==> config.mk <==
export PLATFORM = sky130hd
export DESIGN_NAME = fds_selector_top
export DESIGN_NICKNAME = d
export VERILOG_FILES = /design/src/fds_event_select.v /design/src/fds_modifier.v /design/src/fds_selector_top.v
export VERILOG_INCLUDE_DIRS = /design/src
export SDC_FILE = /design/constraint.sdc
export NUM_CORES = 1
export LEC_CHECK = 0
export BUFFER_PORTS_ARGS = -buffer_cell sky130_fd_sc_hd__buf_4
export CELL_PAD_IN_SITES_DETAIL_PLACEMENT = 1
export CELL_PAD_IN_SITES_GLOBAL_PLACEMENT = 2
export CORE_ASPECT_RATIO = 0.6
export CORE_MARGIN = 4
export CORE_UTILIZATION = 30
export CTS_BUF_LIST = sky130_fd_sc_hd__clkbuf_8
export DETAILED_ROUTE_END_ITERATION = 6
export PLACE_DENSITY_LB_ADDON = 0.12
export SLEW_MARGIN = 5
export SYNTH_ARGS = -nofsm -noshare
export SYNTH_HDL_FRONTEND = slang
export SYNTH_SLANG_ARGS = --single-unit
export TNS_END_PERCENT = 5
==> constraint.sdc <==
create_clock -name CLK_SYS -period 7.4 [get_ports CLK_SYS]
set_input_delay 2.22 -clock CLK_SYS [delete_from_list [all_inputs] [get_ports CLK_SYS]]
set_output_delay 2.22 -clock CLK_SYS [all_outputs]
set_load 0.005 [all_outputs]
==> src/fds_consts.vh <==
// constants for the front-end and dispatch event selector
`ifndef FDS_CONSTS_VH
`define FDS_CONSTS_VH

// register byte offsets
`define FDS_OFS_SELECT 8'h00
`define FDS_OFS_COUNT 8'h04
`define FDS_OFS_STATUS 8'h08

// select register fields
`define FDS_SEL_EVT_LSB 0
`define FDS_SEL_EVT_MSB 7
`define FDS_SEL_UMASK_LSB 8
`define FDS_SEL_UMASK_MSB 15
`define FDS_SEL_THR_LSB 16
`define FDS_SEL_THR_MSB 19
`define FDS_SEL_EDGE_BIT 20
`define FDS_SEL_NEG_BIT 21
`define FDS_SEL_EN_BIT 22
`define FDS_SEL_USED_MSB 22

// status register fields
`define FDS_ST_MATCH_BIT 0
`define FDS_ST_COND_BIT 1
`define FDS_ST_CNT_LSB 4
`define FDS_ST_CNT_MSB 7

// reset values
`define FDS_SELECT_RST 23'h00_0000
`define FDS_COUNT_RST 32'h0000_0000

// event numbers
`define FDS_EVT_DECODE_QUEUE 8'h79
`define FDS_EVT_FETCH_STALL 8'h80
`define FDS_EVT_FETCH_TAG 8'h83
`define FDS_EVT_FETCH_TLB 8'h85
`define FDS_EVT_LENGTH_PREFIX 8'h87
`define FDS_EVT_UNDELIVERED 8'h9C
`define FDS_EVT_DISPATCH 8'hA1

// unit masks
`define FDS_UM_SEQUENCER 8'h30
`define FDS_UM_FETCH_STALL 8'h04
`define FDS_UM_TAG_HIT 8'h01
`define FDS_UM_TAG_MISS 8'h02
`define FDS_UM_WALK_START 8'h01
`define FDS_UM_WALK_DONE 8'h0E
`define FDS_UM_WALK_BUSY 8'h10
`define FDS_UM_L2_TLB_HIT 8'h20
`define FDS_UM_LENGTH_PREFIX 8'h01
`define FDS_UM_UNDELIVERED 8'h01

// AHB encodings
`define FDS_HTRANS_NONSEQ_BIT 1
`define FDS_HRESP_OKAY 1'b0

`endif

==> src/fds_event_select.v <==
// decodes event number and unit mask into a per-cycle event count
`timescale 1ns/100ps
`default_nettype none
`include "fds_consts.vh"
module fds_event_select (
  input wire [7:0] evt_num,
  input wire [7:0] umask,
  input wire [2:0] sequencer_uops,
  input wire fetch_stall,
  input wire tag_hit,
  input wire tag_miss,
  input wire walk_start,
  input wire walk_done,
  input wire [2:0] walk_busy,
  input wire l2_tlb_hit,
  input wire prefix_stall,
  input wire [2:0] undelivered_slots,
  input wire rename_stall,
  input wire [7:0] dispatch_ports,
  output reg [3:0] evt_count,
  output reg match
);

  function onehot8;
    input [7:0] v;
    integer i;
    integer n;
    begin
      n = 0;
      for (i = 0; i < 8; i = i + 1) begin
        n = n + v[i];
      end
      onehot8 = (n == 1);
    end
  endfunction

  always @* begin
    evt_count = 4'h0;
    match = 1'b1;
    case ({evt_num, umask})
      {`FDS_EVT_DECODE_QUEUE, `FDS_UM_SEQUENCER}: evt_count = {1'b0, sequencer_uops};
      {`FDS_EVT_FETCH_STALL, `FDS_UM_FETCH_STALL}: evt_count = {3'h0, fetch_stall};
      {`FDS_EVT_FETCH_TAG, `FDS_UM_TAG_HIT}: evt_count = {3'h0, tag_hit};
      {`FDS_EVT_FETCH_TAG, `FDS_UM_TAG_MISS}: evt_count = {3'h0, tag_miss};
      {`FDS_EVT_FETCH_TLB, `FDS_UM_WALK_START}: evt_count = {3'h0, walk_start};
      {`FDS_EVT_FETCH_TLB, `FDS_UM_WALK_DONE}: evt_count = {3'h0, walk_done};
      {`FDS_EVT_FETCH_TLB, `FDS_UM_WALK_BUSY}: evt_count = {1'b0, walk_busy};
      {`FDS_EVT_FETCH_TLB, `FDS_UM_L2_TLB_HIT}: evt_count = {3'h0, l2_tlb_hit};
      {`FDS_EVT_LENGTH_PREFIX, `FDS_UM_LENGTH_PREFIX}: evt_count = {3'h0, prefix_stall};
      // a stalled rename stage forces zero, so negated threshold then counts it
      {`FDS_EVT_UNDELIVERED, `FDS_UM_UNDELIVERED}: begin
        evt_count = rename_stall ? 4'h0 : {1'b0, undelivered_slots};
      end
      default: begin
        if (evt_num == `FDS_EVT_DISPATCH && onehot8(umask)) begin
          evt_count = {3'h0, |(dispatch_ports & umask)};
        end else begin
          match = 1'b0;
        end
      end
    endcase
  end

endmodule // fds_event_select
`default_nettype wire

==> src/fds_modifier.v <==
// threshold, negation and rising-transition stage, registered
`timescale 1ns/100ps
`default_nettype none
module fds_modifier #(
  parameter CW = 4
) (
  input wire clk,
  input wire rst_b,
  input wire enable,
  input wire [CW-1:0] evt_count,
  input wire [3:0] threshold,
  input wire negated,
  input wire rising,
  output reg [CW-1:0] inc,
  output reg cond
);

  wire plain_mode;
  wire [3:0] thr_eff;
  wire [CW+3:0] cnt_ext;
  wire [CW+3:0] thr_ext;
  wire above;
  wire next_cond;
  reg prev_cond;

  // with no threshold the raw count is added, unless a modifier needs a condition
  assign plain_mode = (threshold == 4'h0) && !negated && !rising;
  assign thr_eff = (threshold == 4'h0) ? 4'h1 : threshold;
  // both sides widened to one common width so no replication count can reach zero
  assign cnt_ext = {4'h0, evt_count};
  assign thr_ext = {{CW{1'b0}}, thr_eff};
  assign above = (cnt_ext >= thr_ext);
  assign next_cond = negated ? !above : above;

  always @(posedge clk or negedge rst_b) begin
    if (!rst_b) begin
      inc <= {CW{1'b0}};
      cond <= 1'b0;
      prev_cond <= 1'b0;
    end else begin
      cond <= next_cond;
      prev_cond <= enable ? next_cond : 1'b0;
      if (!enable) begin
        inc <= {CW{1'b0}};
      end else if (plain_mode) begin
        inc <= evt_count;
      end else if (rising) begin
        inc <= {{(CW-1){1'b0}}, next_cond && !prev_cond};
      end else begin
        inc <= {{(CW-1){1'b0}}, next_cond};
      end
    end
  end

endmodule // fds_modifier
`default_nettype wire

==> src/fds_selector_top.v <==
// front-end and dispatch event selector with AHB-Lite register slave
`timescale 1ns/100ps
`default_nettype none
`include "fds_consts.vh"
module fds_selector_top #(
  parameter PMH_W = 3
) (
  input wire CLK_SYS,
  input wire RST_B,
  input wire HSEL,
  input wire [31:0] HADDR,
  input wire [1:0] HTRANS,
  input wire HWRITE,
  input wire [2:0] HSIZE,
  input wire [31:0] HWDATA,
  input wire HREADY,
  output reg [31:0] HRDATA,
  output reg HREADYOUT,
  output reg HRESP,
  input wire [2:0] MICROCODE_SEQUENCER_UOPS,
  input wire FETCH_DATA_STALL,
  input wire FETCH_TAG_LOOKUP_HIT,
  input wire FETCH_TAG_LOOKUP_MISS,
  input wire INSTRUCTION_FETCH_TLB_WALK_START,
  input wire INSTRUCTION_FETCH_TLB_WALK_DONE,
  input wire [PMH_W-1:0] PAGE_MISS_HANDLER_BUSY,
  input wire SECOND_LEVEL_TLB_HIT,
  input wire LENGTH_CHANGING_PREFIX_STALL,
  input wire [2:0] UNDELIVERED_ISSUE_SLOTS,
  input wire RENAME_STAGE_STALL,
  input wire [7:0] DISPATCH_PORTS,
  output reg [3:0] EVENT_INC
);

  reg [`FDS_SEL_USED_MSB:0] select;
  reg [31:0] count;
  reg wr_pend;
  reg rd_pend;
  reg [7:0] addr_q;
  reg [3:0] last_count;
  reg last_match;
  reg [31:0] next_rdata;

  wire accept;
  wire [3:0] evt_count;
  wire match;
  wire [3:0] inc;
  wire cond;
  wire [2:0] walk_busy;
  wire en_eff;

  function [31:0] reg_read;
    input [7:0] a;
    input [`FDS_SEL_USED_MSB:0] sel;
    input [31:0] cnt;
    input mt;
    input cd;
    input [3:0] lc;
    begin
      case (a)
        `FDS_OFS_SELECT: reg_read = {{(31 - `FDS_SEL_USED_MSB){1'b0}}, sel};
        `FDS_OFS_COUNT: reg_read = cnt;
        `FDS_OFS_STATUS: reg_read = {24'h0000_00, lc, 2'b00, cd, mt};
        default: reg_read = 32'h0000_0000;
      endcase
    end
  endfunction

  // busy handler count is clipped to the 3-bit event count range
  generate
    if (PMH_W > 3) begin : g_pmh_wide
      assign walk_busy = (|PAGE_MISS_HANDLER_BUSY[PMH_W-1:3]) ? 3'h7 : PAGE_MISS_HANDLER_BUSY[2:0];
    end else if (PMH_W == 3) begin : g_pmh_exact
      assign walk_busy = PAGE_MISS_HANDLER_BUSY;
    end else begin : g_pmh_narrow
      assign walk_busy = {{(3 - PMH_W){1'b0}}, PAGE_MISS_HANDLER_BUSY};
    end
  endgenerate

  // only single-word transfers are expected; other sizes are taken as words
  assign accept = HSEL && HREADY && HTRANS[`FDS_HTRANS_NONSEQ_BIT];

  fds_event_select u_select (
    .evt_num(select[`FDS_SEL_EVT_MSB:`FDS_SEL_EVT_LSB]),
    .umask(select[`FDS_SEL_UMASK_MSB:`FDS_SEL_UMASK_LSB]),
    .sequencer_uops(MICROCODE_SEQUENCER_UOPS),
    .fetch_stall(FETCH_DATA_STALL),
    .tag_hit(FETCH_TAG_LOOKUP_HIT),
    .tag_miss(FETCH_TAG_LOOKUP_MISS),
    .walk_start(INSTRUCTION_FETCH_TLB_WALK_START),
    .walk_done(INSTRUCTION_FETCH_TLB_WALK_DONE),
    .walk_busy(walk_busy),
    .l2_tlb_hit(SECOND_LEVEL_TLB_HIT),
    .prefix_stall(LENGTH_CHANGING_PREFIX_STALL),
    .undelivered_slots(UNDELIVERED_ISSUE_SLOTS),
    .rename_stall(RENAME_STAGE_STALL),
    .dispatch_ports(DISPATCH_PORTS),
    .evt_count(evt_count),
    .match(match)
  );

  assign en_eff = select[`FDS_SEL_EN_BIT] && match;

  fds_modifier #(
    .CW(4)
  ) u_modifier (
    .clk(CLK_SYS),
    .rst_b(RST_B),
    .enable(en_eff),
    .evt_count(evt_count),
    .threshold(select[`FDS_SEL_THR_MSB:`FDS_SEL_THR_LSB]),
    .negated(select[`FDS_SEL_NEG_BIT]),
    .rising(select[`FDS_SEL_EDGE_BIT]),
    .inc(inc),
    .cond(cond)
  );

  // bus slave: writes finish with no wait, reads take one wait state
  // so that a write just ahead of a read is always seen by it
  always @(posedge CLK_SYS or negedge RST_B) begin
    if (!RST_B) begin
      wr_pend <= 1'b0;
      rd_pend <= 1'b0;
      addr_q <= 8'h00;
      HREADYOUT <= 1'b1;
      HRESP <= `FDS_HRESP_OKAY;
      HRDATA <= 32'h0000_0000;
    end else begin
      HRESP <= `FDS_HRESP_OKAY;
      if (rd_pend) begin
        rd_pend <= 1'b0;
        HREADYOUT <= 1'b1;
        HRDATA <= next_rdata;
      end else if (accept) begin
        addr_q <= {HADDR[7:2], 2'b00};
        wr_pend <= HWRITE;
        rd_pend <= !HWRITE;
        HREADYOUT <= HWRITE;
      end else begin
        wr_pend <= 1'b0;
      end
      if (wr_pend && !accept) begin
        wr_pend <= 1'b0;
      end
    end
  end

  always @* begin
    next_rdata = reg_read(addr_q, select, count, last_match, cond, last_count);
  end

  // registers; a software load of the count wins over a same-cycle increment
  always @(posedge CLK_SYS or negedge RST_B) begin
    if (!RST_B) begin
      select <= `FDS_SELECT_RST;
      count <= `FDS_COUNT_RST;
      last_count <= 4'h0;
      last_match <= 1'b0;
      EVENT_INC <= 4'h0;
    end else begin
      last_count <= evt_count;
      last_match <= match;
      EVENT_INC <= inc;
      if (wr_pend && addr_q == `FDS_OFS_SELECT) begin
        select <= HWDATA[`FDS_SEL_USED_MSB:0];
      end
      if (wr_pend && addr_q == `FDS_OFS_COUNT) begin
        count <= HWDATA;
      end else begin
        count <= count + {28'h000_0000, inc};
      end
    end
  end

endmodule // fds_selector_top
`default_nettype wire

==> results_dict.tcl <==
set metrics [dict create \
    post-route-period-util_pct 70.1 \
    cts_resized 0 \
    wire_per_inst_um 18.8 \
    wl_mm 16.9 \
    dieArea_um2 20800 \
    ys_seq_area_share_pct 48.7 \
    grt_first_pass_wirelength_mm 26.9 \
    die_h_um 113 \
    netSwitchingFraction_pct 33.9 \
    switching_power_mw 0.531 \
    finalHoldViolCount 0 \
    grt_use_total_pct 16.6 \
    grt_antenna_before_repair 0 \
    synth_edf_count 0 \
    synth_seq_cells 108 \
    syn-instance-count 559 \
    clkPwrFrac_pct 26.5 \
    power_density_nw_per_um2 231 \
    setup_violations 0 \
    pre_cts_slack_ps 2220 \
    clockBufferDepth 2 \
    area_growth_pct 22.0 \
    crit_type "flip-flop to flip-flop" \
    worstPathArrival_ps 5500 \
    worstHoldPathType "flip-flop to flip-flop" \
    irDropWorstVdd_uv 97.4 \
    fin_skew_ps 17.4 \
    vias 4373 \
    via_per_inst 4.87 \
    grt-ovfl-total 0 \
    fp-row-count 38 \
    drv_slew 0 \
    fin_ws_ps 2210 \
    grt_pass1_vias 4711 \
    final_layout_size_suffix_gt1_share_pct 24.9 \
    p_comb_share_pct 24.0 \
    ys_types 50 \
    hold_buffers 0 \
    critPathCaptureType "flip-flop" \
    ant_nets 0 \
    r2r_start "reg_read.sel[9]" \
    max_cap_viol_count 0 \
    worstPathMaxFanout 5 \
    ys_warn_count 0 \
    seq_power_share_pct 49.5 \
    numPortBuffers 104 \
    whs_path_depth 0 \
    start_kind "flip-flop" \
    fin_nets 769 \
    avgSynthCellArea_um2 9.93 \
    grt_setup_unrepaired "false" \
    io_pins 137 \
    cts_tree "built" \
    max_freq_mhz 193 \
    postCtsSetupBuffers 0 \
    cts_buffers 9 \
    synthesis.area_um2 5550 \
    path_clk_slew_ps 110 \
    slew_headroom_pct 30.8 \
    drt_iter0_markers 223 \
    start_util_pct 30.6 \
    p_int_mw 1.03 \
    async_flop_share_pct 100 \
    fin_tns_setup_ps 0 \
    min_period_ps 5190 \
    drc 0 \
    hold_start "u_modifier.inc[0]" \
    coreArea_um2 18100 \
    synth_top_flop_cell "dfrtp_1" \
    status "finished, final reports clean" \
    root_buffer "clkbuf_8" \
    clock_latency_ps 380 \
    grt_start_max_net_pins 71 \
    gp_congestion 0.857 \
    cts.sinks 108 \
    die_width_um 184 \
    p_leak_nw 3.10 \
    firstDrtPassIters 4 \
    tightest_slew_ps 1040 \
    cts_max_level 3 \
    cp-startpoint "reg_read.sel[9]" \
    rr_worst_depth 23 \
    cp.required_ps 7710 \
    post-dp-hpwl_mm 12.8 \
    num_antenna_cells 0 \
]
==> registers in the layout, summed over array words and instances (netlist names), 3 cells and up <==
| name | flops |
|---|---|
| count | 32 |
| u_modifier.inc | 3 |
| addr_q | 6 |
| EVENT_INC | 3 |
| reg_read.sel | 23 |
| HRDATA | 32 |
| last_count | 3 |
==> critical path, stage by stage, from the launching register on <==
cell	delay (ps)
dfrtp_1	450
inv_1	110
ha_1	290
inv_1	50
fa_1	510
fa_1	420
inv_1	80
fa_1	180
inv_1	60
fa_1	380
nor2b_1	150
a21oi_1	300
nor4b_1	130
a222oi_1	320
nand4_1	260
inv_1	120
ha_1	220
nand2b_1	130
a21o_1	170
a21oi_1	150
nor2_1	70
xnor2_1	170
a211o_1	290
a21oi_1	130
==> cells by family after synthesis <==
group / synth area share [%]
multiplexers: 8.95
buffers and inverters: 6.00
other: 0.0676
adder cells (fa/ha/maj): 4.51
AO/OA/AOI/OAI: 10.5
flip-flops: 48.7
XOR/XNOR: 5.05
AND/OR/NAND/NOR: 16.2
==> synthesized netlist by cell type, types with 5 or more instances <==
master      n  area, um2
o21ai_0    20        100
fa_1        5        100
inv_1      57        214
mux2_2     21        236
dfrtp_1   107       2680
nand4_1    14       87.6
and3_1      7       43.8
nor2b_1     6       37.5
buf_2       5       25.0
a21oi_1    43        215
ha_1       12        150
nand3_1    10       50.1
nor2_1     58        218
nand2_1    41        154
clkbuf_1   14       52.6
xor2_1     21        184
o22ai_1    23        144
xnor2_1    11       96.3
mux2i_1    26        260
==> per-stage QoR <==
| step | total power, mW | cell area (um2) | hold WS (ps) | util [%] | std cells |
|---|---|---|---|---|---|
| after floorplan | 0.985 | 5550 | 357 | - | 560 |
| after global placement | 1.14 | 6550 | 404 | 36.2 | 882 |
| after detailed placement | 1.17 | 6550 | 387 | 36.2 | 882 |
| after CTS | 1.59 | 6770 | 412 | 37.4 | 898 |
| after global routing | 1.67 | 6770 | 428 | 37.4 | 898 |
| final | 1.57 | 6770 | 409 | 37.4 | 898 |
==> placed cells by master (no fill, tap or decap), drive strengths merged, types with 2 or more instances in the layout <==
cell | Yosys | layout
mux2 | 21 | 21
nand2 | 42 | 42
nor4b | 3 | 3
nor2 | 58 | 58
or3 | 2 | 2
inv | 57 | 60
a21o | 2 | 2
bufinv | 0 | 2
a222oi | 3 | 3
nand4b | 3 | 3
fa | 5 | 5
or2 | 2 | 2
nand4 | 16 | 16
nor2b | 6 | 6
clkbuf | 14 | 9
nand2b | 3 | 3
conb | 1 | 2
xor2 | 21 | 21
mux2i | 26 | 26
and2 | 2 | 2
dfrtp | 107 | 107
o21ai | 20 | 20
buf | 12 | 108
nor3 | 6 | 6
nand3 | 11 | 11
a22oi | 5 | 5
ha | 12 | 12
xnor2 | 11 | 11
o22ai | 23 | 23
and3 | 7 | 7
a21oi | 43 | 43
nor4 | 6 | 6
clkinv | 0 | 2
==> final cells by class <==
| class | count | area (um2) |
|---|---|---|
| clock buffers | 9 | 124 |
| clock inverters | 7 | 96.3 |
| fillers | 2064 | 11300 |
| inverters | 57 | 214 |
| multi-input cells | 369 | 2520 |
| flip-flops and latches | 108 | 2710 |
| well taps | 240 | 300 |
| repair buffers | 108 | 811 |
==> power groups by stage <==
stage | clock (mW) | combinational [mW] | sequential (mW)
3_3_place_gp | 0 | 0.360 | 0.784
3_5_place_dp | 0 | 0.378 | 0.787
2_1_floorplan | 0 | 0.252 | 0.733
4_1_cts | 0.429 | 0.381 | 0.775
6_report | 0.415 | 0.376 | 0.775
5_1_grt | 0.453 | 0.423 | 0.791
==> routing by layer <==
metal  vias up  GRT usage, %  wire length, um
li1       2097             -                -
met5         -             0                0
met1      2191          26.4             9340
met2        80          23.5             6780
met4         0          2.53               69
met3         5          3.57              684
==> path summary, 6_finish.rpt <==
kind	endpoint	slack, ps
min	EVENT_INC[0]	410
min reg2reg	EVENT_INC[0]	410
min in group asynchronous	addr_q[7]	1960
max reg2reg	u_modifier.inc[0]	2210
max	u_modifier.inc[0]	2210
max in group asynchronous	reg_read.sel[17]	4300
Note: power is estimated with default switching activity, not from simulation.
